`src/rtl/tmz_pkg.sv`:
```
// Notes on behaviour
// [RL1] Run enable set: timer counts; clear: counting stops, dividers held cleared.
// [RL2] Control main bit 5 reads the timer output level; writes to it ignored.
// [RL3] Wide select set gives a 16-bit counter, clear an 8-bit periodic one.
// [RL4] Output divider ratio divides match or rollover events by field plus one.
// [RL5] Clock source codes select medium, low, high oscillators, instruction clock; 110 reserved.
// [RL6] Source 111 selects logic cell one output; 001 inverted pin, 000 plain pin.
// [RL7] Unsynced select set counts every edge; clear aligns edges to instruction clock.
// [RL8] Input divider ratio divides the selected clock by two to the field value.
// [RL9] All control bits reset to zero; unimplemented bit 6 reads zero.
// [RL10] 8-bit mode: low byte matching period clears it, pulses output, reloads period.
// [RL11] 16-bit mode: low-byte read latches high byte; low-byte write loads buffered high.
// [RL12] Event flag sets every ratio-plus-one events: 8-bit match or 16-bit FFFFh rollover.
// [RL13] Writes to low byte or either control register clear both dividers.
package tmz_pkg;

    // register byte addresses on the bus
    localparam logic [7:0] ADDR_CTRL_MAIN = 8'h00;
    localparam logic [7:0] ADDR_CLK_CFG = 8'h04;
    localparam logic [7:0] ADDR_COUNT_LOW = 8'h08;
    localparam logic [7:0] ADDR_COUNT_HIGH = 8'h0C;
    localparam logic [7:0] ADDR_IRQ_STATUS = 8'h10;
    localparam logic [7:0] ADDR_IRQ_CLEAR = 8'h14;
    localparam logic [7:0] ADDR_IRQ_ENABLE = 8'h18;

    // timer_control_main fields
    localparam int RUN_BIT = 7;
    localparam int OUT_LEVEL_BIT = 5;
    localparam int WIDE_BIT = 4;
    localparam int OUT_DIV_LSB = 0;
    localparam logic [7:0] CTRL_MAIN_WMASK = 8'h9F;

    // timer_clock_config fields
    localparam int SRC_LSB = 5;
    localparam int UNSYNC_BIT = 4;
    localparam int IN_DIV_LSB = 0;

    // interrupt status layout
    localparam int EVENT_FLAG_BIT = 0;

    // reset values
    localparam logic [7:0] CTRL_MAIN_RST = 8'h00;
    localparam logic [7:0] CLK_CFG_RST = 8'h00;
    localparam logic [7:0] COUNT_LOW_RST = 8'h00;
    localparam logic [7:0] HIGH_BUF_RST = 8'hFF;
    localparam logic [7:0] PERIOD_RST = 8'hFF;

    // clock source codes
    localparam logic [2:0] SRC_PIN = 3'h0;
    localparam logic [2:0] SRC_PIN_INV = 3'h1;
    localparam logic [2:0] SRC_INSTR = 3'h2;
    localparam logic [2:0] SRC_HIGH_OSC = 3'h3;
    localparam logic [2:0] SRC_LOW_OSC = 3'h4;
    localparam logic [2:0] SRC_MEDIUM_OSC = 3'h5;
    localparam logic [2:0] SRC_RESERVED = 3'h6;
    localparam logic [2:0] SRC_LOGIC_CELL = 3'h7;

    // instruction clock is the system clock divided by this
    localparam int INSTR_DIV = 4;

endpackage

```
`src/rtl/tmz_tick_if.sv`:
```
`timescale 1ns/1ps
`default_nettype none
interface tmz_tick_if;
    logic srcLevel;
    logic unsynced;
    logic instrStrobe;
    logic [3:0] ratio;
    logic clear;
    logic tick;

    modport core (output srcLevel, output unsynced, output instrStrobe, output ratio,
        output clear, input tick);
    modport divider (input srcLevel, input unsynced, input instrStrobe, input ratio,
        input clear, output tick);
endinterface
`default_nettype wire

```
`src/rtl/tmz_input_divider.sv`:
```
`timescale 1ns/1ps
`default_nettype none
module tmz_input_divider
    import tmz_pkg::*;
#(
    parameter int PRE_W = 15
) (
    input wire logic clk,
    input wire logic reset,
    tmz_tick_if.divider bus
);
    logic prev_reg, prev_next;
    logic pend_reg, pend_next;
    logic [PRE_W-1:0] cnt_reg, cnt_next;
    logic tick_reg, tick_next;
    logic rise, fire;
    logic [PRE_W-1:0] cntInc;

    function automatic logic [PRE_W-1:0] ratioMask(input logic [3:0] r);
        ratioMask = (PRE_W'(1) << r) - PRE_W'(1);
    endfunction

    always_comb begin
        prev_next = bus.srcLevel;
        rise = bus.srcLevel & ~prev_reg;
        // synced edges wait for the next instruction cycle, capping the rate at fosc/4
        fire = bus.unsynced ? rise : (bus.instrStrobe & (pend_reg | rise)); // RL7
        pend_next = (pend_reg | (rise & ~bus.unsynced)) & ~fire;
        cntInc = cnt_reg + PRE_W'(1);
        cnt_next = cnt_reg;
        tick_next = 1'b0;
        if (bus.clear) begin
            cnt_next = '0;
            pend_next = 1'b0;
        end else if (fire) begin
            cnt_next = cntInc;
            tick_next = (cntInc & ratioMask(bus.ratio)) == '0; // RL8
        end
    end

    always_ff @(posedge clk) begin
        if (reset) begin
            prev_reg <= 1'b0;
            pend_reg <= 1'b0;
            cnt_reg <= '0;
            tick_reg <= 1'b0;
        end else begin
            prev_reg <= prev_next;
            pend_reg <= pend_next;
            cnt_reg <= cnt_next;
            tick_reg <= tick_next;
        end
    end

    assign bus.tick = tick_reg;
endmodule
`default_nettype wire

```
`src/rtl/tmz_timer_regs.sv`:
```
`timescale 1ns/1ps
`default_nettype none
module tmz_timer_regs
    import tmz_pkg::*;
#(
    parameter int PRE_W = 15
) (
    input wire logic clk,
    input wire logic reset,
    input wire logic hsel,
    input wire logic [31:0] haddr,
    input wire logic [1:0] htrans,
    input wire logic hwrite,
    input wire logic [2:0] hsize,
    input wire logic [31:0] hwdata,
    input wire logic hready,
    output logic [31:0] hrdata,
    output logic hreadyout,
    output logic hresp,
    input wire logic mediumInternalOsc,
    input wire logic lowInternalOsc,
    input wire logic highInternalOsc,
    input wire logic logicCellOneOutput,
    input wire logic countPinInput,
    output logic counterOutputLevel,
    output logic countMatchPulse,
    output logic countIrq
);
    tmz_tick_if tickBus ();

    logic [7:0] ctrlMain_reg, ctrlMain_next;
    logic [7:0] clkCfg_reg, clkCfg_next;
    logic [7:0] countLow_reg, countLow_next;
    logic [7:0] countHigh_reg, countHigh_next;
    logic [7:0] highBuf_reg, highBuf_next;
    logic [7:0] period_reg, period_next;
    logic [3:0] post_reg, post_next;
    logic outLevel_reg, outLevel_next;
    logic matchPulse_reg, matchPulse_next;
    logic [7:0] status_reg, status_next;
    logic [7:0] enable_reg, enable_next;
    logic irq_reg, irq_next;
    logic [31:0] hrdata_reg, hrdata_next;
    logic wrPend_reg, wrPend_next;
    logic [7:0] wrAddr_reg, wrAddr_next;
    logic [1:0] phase_reg, phase_next;
    logic hreadyout_reg;

    logic accept, readLowNow, writeLow, writeCtrl, running, wide, tickNow;
    logic evt, postEvent, srcLevel;
    logic [7:0] readData, statusSet, statusClr;
    logic [15:0] wideInc;

    assign running = ctrlMain_reg[RUN_BIT];
    assign wide = ctrlMain_reg[WIDE_BIT];
    assign tickNow = tickBus.tick;
    assign accept = hsel & htrans[1] & hready;
    assign readLowNow = accept & ~hwrite & (haddr[7:0] == ADDR_COUNT_LOW);
    assign writeLow = wrPend_reg & (wrAddr_reg == ADDR_COUNT_LOW);
    assign writeCtrl = wrPend_reg & ((wrAddr_reg == ADDR_CTRL_MAIN) | (wrAddr_reg == ADDR_CLK_CFG));

    // source select, all inputs already synchronous to clk
    always_comb begin
        unique case (clkCfg_reg[SRC_LSB +: 3])
            SRC_PIN: srcLevel = countPinInput;
            SRC_PIN_INV: srcLevel = ~countPinInput; // RL6
            SRC_INSTR: srcLevel = phase_reg[1]; // RL5
            SRC_HIGH_OSC: srcLevel = highInternalOsc; // RL5
            SRC_LOW_OSC: srcLevel = lowInternalOsc; // RL5
            SRC_MEDIUM_OSC: srcLevel = mediumInternalOsc; // RL5
            SRC_RESERVED: srcLevel = 1'b0; // RL5
            SRC_LOGIC_CELL: srcLevel = logicCellOneOutput; // RL6
        endcase
    end

    assign tickBus.srcLevel = srcLevel;
    assign tickBus.unsynced = clkCfg_reg[UNSYNC_BIT]; // RL7
    assign tickBus.instrStrobe = phase_reg == 2'(INSTR_DIV - 1);
    assign tickBus.ratio = clkCfg_reg[IN_DIV_LSB +: 4]; // RL8
    // a stopped timer keeps its divider cleared so nothing toggles
    assign tickBus.clear = writeLow | writeCtrl | ~running; // RL1 RL13

    tmz_input_divider #(
        .PRE_W(PRE_W)
    ) inputDivider (
        .clk(clk),
        .reset(reset),
        .bus(tickBus)
    );

    // read mux, sampled at the end of the address phase
    always_comb begin
        unique case (haddr[7:0])
            ADDR_CTRL_MAIN: readData = {ctrlMain_reg[7], 1'b0, outLevel_reg, ctrlMain_reg[4:0]}; // RL2 RL9
            ADDR_CLK_CFG: readData = clkCfg_reg;
            ADDR_COUNT_LOW: readData = countLow_reg;
            ADDR_COUNT_HIGH: readData = highBuf_reg;
            ADDR_IRQ_STATUS: readData = status_reg;
            ADDR_IRQ_ENABLE: readData = enable_reg;
            default: readData = 8'h00;
        endcase
    end

    always_comb begin
        ctrlMain_next = ctrlMain_reg;
        clkCfg_next = clkCfg_reg;
        countLow_next = countLow_reg;
        countHigh_next = countHigh_reg;
        highBuf_next = highBuf_reg;
        period_next = period_reg;
        post_next = post_reg;
        outLevel_next = outLevel_reg;
        matchPulse_next = matchPulse_reg;
        enable_next = enable_reg;
        statusSet = 8'h00;
        statusClr = 8'h00;
        phase_next = phase_reg + 2'h1;
        wrPend_next = accept & hwrite;
        wrAddr_next = haddr[7:0];
        hrdata_next = (accept & ~hwrite) ? {24'h000000, readData} : 32'h00000000;
        wideInc = {countHigh_reg, countLow_reg} + 16'h0001;
        evt = 1'b0;
        postEvent = 1'b0;

        // counting; the prescaled tick only arrives while running
        if (running && tickNow) begin // RL1
            matchPulse_next = 1'b0;
            if (wide) begin // RL3
                {countHigh_next, countLow_next} = wideInc;
                evt = {countHigh_reg, countLow_reg} == 16'hFFFF; // RL12
                // the rollover drives the same one-period pulse as an 8-bit match
                matchPulse_next = evt;
            end else if (countLow_reg == period_reg) begin // RL10
                countLow_next = 8'h00;
                period_next = highBuf_reg;
                matchPulse_next = 1'b1;
                evt = 1'b1;
            end else begin
                countLow_next = countLow_reg + 8'h01;
            end
        end

        if (evt) begin
            if (post_reg == ctrlMain_reg[OUT_DIV_LSB +: 4]) begin // RL4
                post_next = 4'h0;
                postEvent = 1'b1;
                outLevel_next = ~outLevel_reg;
            end else begin
                post_next = post_reg + 4'h1;
            end
        end
        statusSet[EVENT_FLAG_BIT] = postEvent; // RL12

        // reading the low byte freezes the true high byte for a consistent pair
        if (readLowNow && wide) begin // RL11
            highBuf_next = countHigh_reg;
        end

        if (wrPend_reg) begin
            unique case (wrAddr_reg)
                ADDR_CTRL_MAIN: ctrlMain_next = hwdata[7:0] & CTRL_MAIN_WMASK; // RL2
                ADDR_CLK_CFG: clkCfg_next = hwdata[7:0];
                ADDR_COUNT_LOW: begin
                    countLow_next = hwdata[7:0];
                    if (wide) begin
                        countHigh_next = highBuf_reg; // RL11
                    end
                end
                ADDR_COUNT_HIGH: highBuf_next = hwdata[7:0];
                ADDR_IRQ_CLEAR: statusClr = hwdata[7:0];
                ADDR_IRQ_ENABLE: enable_next = hwdata[7:0];
                default: begin
                end
            endcase
        end
        if (writeLow || writeCtrl) begin
            post_next = 4'h0; // RL13
        end
        if (!running) begin
            post_next = 4'h0; // RL1
            matchPulse_next = 1'b0;
        end

        // a new event wins over a clear in the same cycle
        status_next = (status_reg & ~statusClr) | statusSet;
        irq_next = |(status_next & enable_next);
    end

    always_ff @(posedge clk) begin
        if (reset) begin
            ctrlMain_reg <= CTRL_MAIN_RST; // RL9
            clkCfg_reg <= CLK_CFG_RST; // RL9
            countLow_reg <= COUNT_LOW_RST;
            countHigh_reg <= 8'h00;
            highBuf_reg <= HIGH_BUF_RST;
            period_reg <= PERIOD_RST;
            post_reg <= 4'h0; // RL13
            outLevel_reg <= 1'b0;
            matchPulse_reg <= 1'b0;
            status_reg <= 8'h00;
            enable_reg <= 8'h00;
            irq_reg <= 1'b0;
            hrdata_reg <= 32'h00000000;
            wrPend_reg <= 1'b0;
            wrAddr_reg <= 8'h00;
            phase_reg <= 2'h0;
            hreadyout_reg <= 1'b0;
        end else begin
            ctrlMain_reg <= ctrlMain_next;
            clkCfg_reg <= clkCfg_next;
            countLow_reg <= countLow_next;
            countHigh_reg <= countHigh_next;
            highBuf_reg <= highBuf_next;
            period_reg <= period_next;
            post_reg <= post_next;
            outLevel_reg <= outLevel_next;
            matchPulse_reg <= matchPulse_next;
            status_reg <= status_next;
            enable_reg <= enable_next;
            irq_reg <= irq_next;
            hrdata_reg <= hrdata_next;
            wrPend_reg <= wrPend_next;
            wrAddr_reg <= wrAddr_next;
            phase_reg <= phase_next;
            hreadyout_reg <= 1'b1;
        end
    end

    assign hrdata = hrdata_reg;
    assign hreadyout = hreadyout_reg;
    assign hresp = 1'b0;
    assign counterOutputLevel = outLevel_reg;
    assign countMatchPulse = matchPulse_reg;
    assign countIrq = irq_reg;
endmodule
`default_nettype wire

```
`config.mk`:
```
export PLATFORM = sky130hd
export DESIGN_NAME = tmz_timer_regs
export DESIGN_NICKNAME = d
export VERILOG_FILES = /design/src/rtl/tmz_pkg.sv /design/src/rtl/tmz_tick_if.sv /design/src/rtl/tmz_input_divider.sv /design/src/rtl/tmz_timer_regs.sv
export SDC_FILE = /design/constraint.sdc
export NUM_CORES = 1
export LEC_CHECK = 0
export ABC_AREA = 1
export BUFFER_PORTS_ARGS = -buffer_cell sky130_fd_sc_hd__buf_2
export CORE_UTILIZATION = 51
export CTS_CLUSTER_DIAMETER = 120
export DETAILED_ROUTE_END_ITERATION = 7
export PLACE_DENSITY = 0.81
export SYNTH_ARGS = -nofsm -noshare
export SYNTH_HDL_FRONTEND = slang
export SYNTH_SLANG_ARGS = --single-unit
```
`constraint.sdc`:
```
create_clock -name clk -period 1.7 [get_ports clk]
set_input_delay 0.17 -clock clk [delete_from_list [all_inputs] [get_ports clk]]
set_output_delay 0.17 -clock clk [all_outputs]
set_load 0.01 [all_outputs]
```
==> results.txt, run 1 <==
- The flow ran to the end, but the final reports show violations.
- The checks that failed: design-rule violations.
* CP cell instances: nand2_1 > buf_4 > clkinv_1 > nand3_2 > buf_4 > nand2_1 > nand2_1 > nand2_1 > a21oi_1
- Number of global-route vias before repair: about 5600
* Top cells by area in the synthesized netlist: sky130_fd_sc_hd__dfxtp_1 (35%), sky130_fd_sc_hd__nand2_1 (16%), sky130_fd_sc_hd__nand3_1 (7.5%)
- Arr. time, crit path: 1.88 ns
- In the synthesized netlist the async set-or-reset flop fraction comes to 0.
- At the later pin of the worst-skew pair, clock insertion delay measures ~0.36 ns.
* Hold path start: haddr[6]
* 1st-iter DRT viols: approximately 600
* Path depth of the worst reg2reg path: 9
- Final GP Congestion: roughly 0.95
- Number of placement rows: 39
- 116 I/O pins were placed.
* Cell area after placement: about 6600 µm²
- In this run, synthesis inferred 0 flip-flops with an integrated enable.
* Post-CTS clock slew at the launch and capture registers of the worst setup and hold paths: approximately 0.080 ns
- Count of endpoints failing hold in the final timing report: 0
* Total number of vias: 6277
- Most frequent cells after synthesis: sky130_fd_sc_hd__nand2_1 (264), sky130_fd_sc_hd__inv_1 (115), sky130_fd_sc_hd__dfxtp_1 (107)
- Number of antenna repair diodes: 0
- The number of antenna violations at the first check in global routing came to 0.
* Biggest fanout along the worst timing path: 8
- Die area: between 10000 and 15000 µm²
- CTS H-tree depth: 3
- The most numerous cell type found on the critical path is sky130_fd_sc_hd__nand2_1.
- Maximum number of pins on one net before global-route repair: 38
- Kind of end point of the critical path: flop
- The first global-routing pass estimated about 26000 µm of wire.
- Average wire per cell in the routed design: about 14 µm
* Worst clock skew: 0.009244 ns
- In the routed design, unresolved DRC markers number 2.
- CTS hold repair buffers: 0
* CP Data Required Time: between 1.5 and 2 ns
* Final non-filler cell area: between 7000 and 8000 µm²
- Number of vias per cell: 5.329
- The worst hold path terminates at wrAddr_reg[6]$_SDFF_PP0_.
* IO Port Bufs: 38
- R2R Path End: countLow_reg[7]$_SDFF_PP0_
- Worst Hold Depth: 3
* Number of nets with antenna violations after detailed routing: 0
* Proportion of netlist area held by the largest area contributor: 0.3523
- After filler insertion, the fill cell instance count of the layout stands at ~1100.
- Yosys instantiated no cell more often than sky130_fd_sc_hd__nand2_1.
- Yosys synthesis warning count: 0
- The register with the most flip-flops in the layout has 15 of them.
- Multi-input combinational cell area: approximately 3500 µm²
- Sequential area share after synthesis: 0.3523
* Total of max-cap violations: 0
* Total Neg Setup Slack: 0 ns
- Final Routed Wirelength: ~16000 µm
- The worst setup path is launched from a flop.
- Worst Setup Path Type: reg2reg
- Number of CTS-inserted buffers: 9
- Synthesis instantiated 36 different standard cells from the library.
- Sequential standard cell area: ~2200 µm²
- The floorplan step set the die width to approximately 110 µm.
* Core Box Area: between 10000 and 15000 µm²
* Tightest Hold Check Type: in2reg
* Post-route fraction of the period consumed by the critical path: 0.9424
- Predominant post-synthesis flop cell: sky130_fd_sc_hd__dfxtp_1
* Clock tree sinks: between 100 and 150
- Counting I/O delays and the setup requirement, the final critical path takes between 1.5 and 2 ns.
- Fraction of layout cells with a size suffix above 1: 0.1614
- Final Max Tran Viols: 0
* Post-synthesis instance total: roughly 960
* Number of synthesized register bits: 107
* Mean instance size in the synthesized netlist: 6.359 µm²
- Maximum achievable frequency: 624.2 MHz
* Gr usage total: 0.2674
- Delay of the slowest critical-path stage: around 0.31 ns
- Final HPWL from detailed placement: 11700 µm
- Global routing finished with a remaining overflow of 0.
- Cell taking the most area after synthesis: sky130_fd_sc_hd__dfxtp_1
- Final core utilization: 0.6243
- TritonRoute pass-1 iters: 7
- Max clock buf depth: 2
- Relative to the synthesized area, the layout overhead comes to 18.25%.
- In this run the vertical extent of the chip is 111.2 µm.
- Final setup violation count: 0
- Register-to-register setup slack: just under 0.1 ns
- In this run the cell area of the synthesized design comes to between 6000 and 7000 µm².
* Critical register-to-register path startpoint: inputDivider.bus.tick$_SDFF_PP0_
- At the end of the flow, the number of nets in the layout was between 1000 and 1500.
* Cell area power density: just over 700 nW/µm²
* Crit path max-delay cell type: sky130_fd_sc_hd__dfxtp_1
- Starting Density: 0.5279
* Static leakage: approximately 3.3 nW
- CTS tree: yes
- In this run the clock root is driven by a sky130_fd_sc_hd__clkbuf_16.
- The worst-case IR drop observed on VDD is about 0.75 mV.
[cell families after synthesis]
| logic type | synth area share |
|---|---|
| buffers and inverters | 0.1243 |
| adder cells (fa/ha/maj) | 0.01029 |
| AO/OA/AOI/OAI | 0.1383 |
| other | 0.0006168 |
| AND/OR/NAND/NOR | 0.3612 |
| XOR/XNOR | 0.01296 |
| flip-flops | 0.3523 |
[through the flow]
stage | cells | setup slack [ns] | total power [W] | hold WS, ns
global route | 1178 | -0.02656 | 0.005238 | 0.03757
global placement | 1159 | 0.008805 | 0.002852 | 0.3870
CTS | 1175 | 0.003903 | 0.005092 | 0.02099
detailed placement | 1159 | -0.03009 | 0.002857 | 0.3933
finish | 1178 | 0.09798 | 0.005103 | 0.02714
floorplan | 980 | 0.08471 | 0.002788 | 0.2770
[layout make-up]
cell class,instances,share of cell area
multi-input cells,703,0.4800
flip-flops and latches,107,0.3006
repair buffers,91,0.08876
inverters,118,0.06161
clock inverters,6,0.01236
clock buffers,10,0.03185
well taps,143,0.02489
[critical path, delay by kind of cell (launching register included)]
kind            cells  cell delay [ns]
compound gates      1             0.17
flops               1             0.31
buf+inv             3             0.52
simple gates        5             0.52
[cells in the final DEF (no fill, tap or decap), types with 8 or more instances in the layout]
cell and count:
sky130_fd_sc_hd__nor2_1 85, sky130_fd_sc_hd__a21oi_1 81, sky130_fd_sc_hd__nand4_1 20, sky130_fd_sc_hd__clkbuf_16 10
sky130_fd_sc_hd__o211ai_1 10, sky130_fd_sc_hd__conb_1 25, sky130_fd_sc_hd__o21ai_0 46, sky130_fd_sc_hd__o21ai_1 12
sky130_fd_sc_hd__buf_4 49, sky130_fd_sc_hd__nor2_4 10, sky130_fd_sc_hd__dfxtp_2 9, sky130_fd_sc_hd__inv_1 111
sky130_fd_sc_hd__nand2_1 257, sky130_fd_sc_hd__nand3b_1 8, sky130_fd_sc_hd__buf_2 38, sky130_fd_sc_hd__dfxtp_1 96
sky130_fd_sc_hd__nand3_1 87
[power breakdown]
part	leakage (nW)	total, W	switching (W)	internal, W
logic	2.28	0.000304	0.000206	0.0000979
clock network	0.149	0.00227	0.000972	0.00130
registers	0.872	0.00253	0.0000121	0.00252
[worst max-delay path by stage]
stage | start | to | slack [ns] | depth (start not counted)
detailed placement | countLow_reg[1]$_SDFF_PP0_ | flop | -0.03 | 10
global placement | countLow_reg[0]$_SDFF_PP0_ | flop | 0.009 | 10
CTS | inputDivider.cnt_reg[0]$_SDFFE_PP0P_ | inputDivider.bus.tick$_SDFF_PP0_ | 0.004 | 9
floorplan | clkCfg_reg[2]$_SDFFE_PP0P_ | inputDivider.bus.tick$_SDFF_PP0_ | 0.08 | 10
global route | countLow_reg[1]$_SDFF_PP0_ | counterOutputLevel$_SDFFE_PP0P_ | -0.03 | 11
finish | inputDivider.bus.tick$_SDFF_PP0_ | countLow_reg[7]$_SDFF_PP0_ | 0.1 | 9
[routing by layer]
metal  wire length (µm)  up-vias  global-route usage
li1                   -     3198                   -
met1               6884     2802              0.3361
met2               7789      237              0.4425
met3               1266       40             0.05577
met4                412        0              0.1144
met5                  0        -                   0
[timing repair]
| item | CTS | global route |
|---|---|---|
| gates resized for setup | 5 | 65 |
| endpoints found under the setup margin | 7 | 40 |
| pin swaps | 0 | 10 |
| cloned | 0 | 1 |
| setup buffers | 0 | 2 |
Power figures use the tool's default switching activity.
==> inputs of run 2 (changes only) <==
--- a/config.mk
+++ b/config.mk
@@ -7,10 +7,13 @@
 export LEC_CHECK = 0
 export ABC_AREA = 1
 export BUFFER_PORTS_ARGS = -buffer_cell sky130_fd_sc_hd__buf_2
-export CORE_UTILIZATION = 51
+export CELL_PAD_IN_SITES_DETAIL_PLACEMENT = 1
+export CELL_PAD_IN_SITES_GLOBAL_PLACEMENT = 1
+export CORE_UTILIZATION = 35
 export CTS_CLUSTER_DIAMETER = 120
 export DETAILED_ROUTE_END_ITERATION = 7
 export PLACE_DENSITY = 0.81
+export SKIP_CTS_REPAIR_TIMING = 1
 export SYNTH_ARGS = -nofsm -noshare
 export SYNTH_HDL_FRONTEND = slang
 export SYNTH_SLANG_ARGS = --single-unit
==> run 2 against run 1 <==
Effect of this change: clock power is 11% lower; worst hold slack worse by 0.014 ns; sequential power hardly changed; total power is 4.5% lower; critical endpoint is now inputDivider.cnt_reg[1]$_SDFFE_PP0P_; the run now ends clean; register-to-register slack worse by 0.08 ns.
==> results.txt, run 2 (same netlist as run 1, synthesis figures left out) <==
- Post-route fraction of the period consumed by the critical path: 0.9874 (was 0.9424)
* Final Routed Wirelength: 20860 µm (was 16350 µm)
* Cell area power density: 650.7 nW/µm² (was 709.8 nW/µm²)
* Die X: 133.8 µm (was 111.2 µm)
- The commonest non-fill, non-tap cell in the layout is sky130_fd_sc_hd__nand2_1 (unchanged).
- The I/O pin total is 116 (unchanged).
* Area growth from synthesis to layout: 23.21% (was 18.25%)
* Kind of end point of the critical path: flop (unchanged)
- Status: completed (was finished with violations).
* Number of logic stages on the critical path including buffering: 7 (was 9)
* Arr. time, crit path: 1.95 ns (was 1.88 ns)
- Critical path buffers and inverters: 3 (unchanged)
- Root buf cell: sky130_fd_sc_hd__clkbuf_16 (unchanged)
- Max FFs per register: 15 (unchanged)
- Tightest Hold Check Type: in2reg (unchanged)
* Top library cells by usage in the layout, fill and taps aside: sky130_fd_sc_hd__nand2_1 (256), sky130_fd_sc_hd__inv_1 (109), sky130_fd_sc_hd__dfxtp_1 (97) (was sky130_fd_sc_hd__nand2_1 (257), sky130_fd_sc_hd__inv_1 (111), sky130_fd_sc_hd__dfxtp_1 (96))
* Final Max Tran Viols: 0 (unchanged)
- The maximum clock frequency is 595.8 MHz (was 624.2 MHz).
- TritonRoute pass-1 iters: 5 (was 7)
- Number of antenna repair diodes: 0 (unchanged)
- Final non-filler cell area: 7491 µm² (was 7189 µm²)
- IR drop worst, VDD: 0.5063 mV (was 0.7498 mV)
- Worst Hold Margin: 0.01352 ns (was 0.02714 ns)
- The wire length of the first global-routing pass is 32360 µm (was 26350 µm).
- The overall via count from detail_route came to 6608 (was 6277).
* Final core utilization: 0.4470 (was 0.6243)
- Die H: 133.8 µm (was 111.2 µm)
* Maximum number of pins on one net before global-route repair: 38 (unchanged)
* Cell area after placement: 6883 µm² (was 6614 µm²)
- Max clock buf depth: 2 (unchanged)
- The total number of clock tree sinks is 107 (unchanged).
- The critical path launch point type is a flop (unchanged).
* Starting Density: 0.3627 (was 0.5279)
- The area enclosed by the die boundary came to 17900 µm² (was 12360 µm²).
* 1st-iter DRT viols: 378 (was 616)
- Library cell appearing most often on the critical path: sky130_fd_sc_hd__inv_1 (was sky130_fd_sc_hd__nand2_1)
* CTS tree: yes (unchanged)
- The number of global-route vias before repair came to 6502 (was 5645).
- The max-capacitance violation count came to 0 (unchanged).
- The number of nets still failing antenna checks after routing is 0 (unchanged).
- Crit path max-delay cell type: sky130_fd_sc_hd__dfxtp_1 (unchanged)
- Delay of the slowest critical-path stage: 0.38 ns (was 0.31 ns)
* Post-route DRC violation count: 0 (was 2)
- The placement row count was 47 (was 39).
- The routability congestion estimate from global placement came to 0.8703 (was 0.9542).
* Worst Setup Path Type: reg2reg (unchanged)
- Gr usage total: 0.2300 (was 0.2674)
* Average wire per cell in the routed design: 16.26 µm (was 13.88 µm)
- The placed wire-length estimate was 14710 µm (was 11700 µm).
- CP cell instances: inv_1 > o2111ai_1 > nand2_1 > nor2_1 > inv_1 > buf_12 > a21oi_1 (was nand2_1 > buf_4 > clkinv_1 > nand3_2 > buf_4 > nand2_1 > nand2_1 > nand2_1 > a21oi_1).
- CP Data Required Time: 1.97 ns (about the same)
* Static leakage: 3.446 nW (was 3.298 nW)
- Setup repair after global routing could not meet its margin everywhere.
- The depth of the worst hold-timing path is 3 (unchanged).
- IO Port Bufs: 38 (unchanged)
- The post-route clock skew was 0.01633 ns (was 0.009244 ns).
- The number of buffers created by CTS came to 9 (unchanged).
- The final-stage net count was 1142 (was 1114).
- The category of cells accounting for the largest share of critical-path delay was compound AO/OA/AOI/OAI gates (was simple AND/OR/NAND/NOR gates).
- Post-CTS clock slew at the launch and capture registers of the worst setup and hold paths: 0.08 ns (about the same)
* Core Box Area: 16760 µm² (was 11520 µm²)
* Path depth of the worst reg2reg path: 7 (was 9)
* Biggest fanout along the worst timing path: 14 (was 8)
- The number of endpoints failing setup at the final stage was 0 (unchanged).
- The number of hold-slack violations in the final timing report is 0 (unchanged).
* Number of antenna violations at the first check in global routing: 0 (unchanged)
- Fraction of layout cells with a size suffix above 1: 0.1844 (was 0.1614)
- The minimum clock period came to 1.679 ns (was 1.602 ns).
- Remaining Overflow, GRT: 0 (unchanged)
- The average vias per placed instance was 5.150 (was 5.329).
- The level count of the clock H-tree came to 3 (unchanged).
* Clock insertion delay at the later pin of the skew report: 0.37 ns (was 0.36 ns)
[run 2: area by class of cell]
class / count / area (µm²)
Tap cell: 220 / 275.3
Clock inverter: 5 / 38.79
Timing Repair Buffer: 119 / 890.9
Multi-Input combinational cell: 703 / 3445
Inverter: 118 / 446.7
Fill cell: 2230 / 9269
Clock buffer: 11 / 232.7
Sequential cell: 107 / 2162
[run 2: path summary, 6_finish.rpt]
| path | start | end | slack (ns) |
|---|---|---|---|
| max | wrAddr_reg[3]$_SDFF_PP0_ | inputDivider.cnt_reg[1]$_SDFFE_PP0P_ | 0.02 |
| min | haddr[6] | wrAddr_reg[6]$_SDFF_PP0_ | 0.01 |
| min reg2reg | phase_reg[0]$_SDFF_PP0_ | phase_reg[0]$_SDFF_PP0_ | 0.43 |
| max reg2reg | wrAddr_reg[3]$_SDFF_PP0_ | inputDivider.cnt_reg[1]$_SDFFE_PP0P_ | 0.02 |
[run 2: tightest hold or removal path, cell delays in order]
cell and delay [ns]:
sky130_fd_sc_hd__buf_2 0.07, sky130_fd_sc_hd__inv_1 0.04, sky130_fd_sc_hd__nor2_1 0.07
[run 2: power by group]
group	internal, W	switching, W
logic	0.000100	0.000219
clock network	0.00101	0.00102
registers	0.00252	0.0000123
[run 2: per-layer routing]
| layer | GRT usage | vias up | share of wire |
|---|---|---|---|
| met3 | 0.03477 | 46 | 0.036 |
| met2 | 0.3857 | 137 | 0.48 |
| met5 | 0 | - | 0 |
| met4 | 0.09785 | 0 | 0.032 |
| met1 | 0.2927 | 3178 | 0.45 |
| li1 | - | 3247 | - |
[run 2: metrics by stage]
| stage | std cells | total power (W) | worst slack, ns | TNS (ns) |
|---|---|---|---|---|
| 3_3_place_gp | 1259 | 0.002867 | -0.03813 | -0.04993 |
| 5_1_grt | 1283 | 0.005051 | -0.06075 | -0.2494 |
| 4_1_cts | 1275 | 0.004890 | -0.1735 | -2.625 |
| 3_5_place_dp | 1259 | 0.002876 | -0.1507 | -2.012 |
| 2_1_floorplan | 980 | 0.002788 | 0.08471 | 0 |
| 6_report | 1283 | 0.004874 | 0.02147 | 0 |
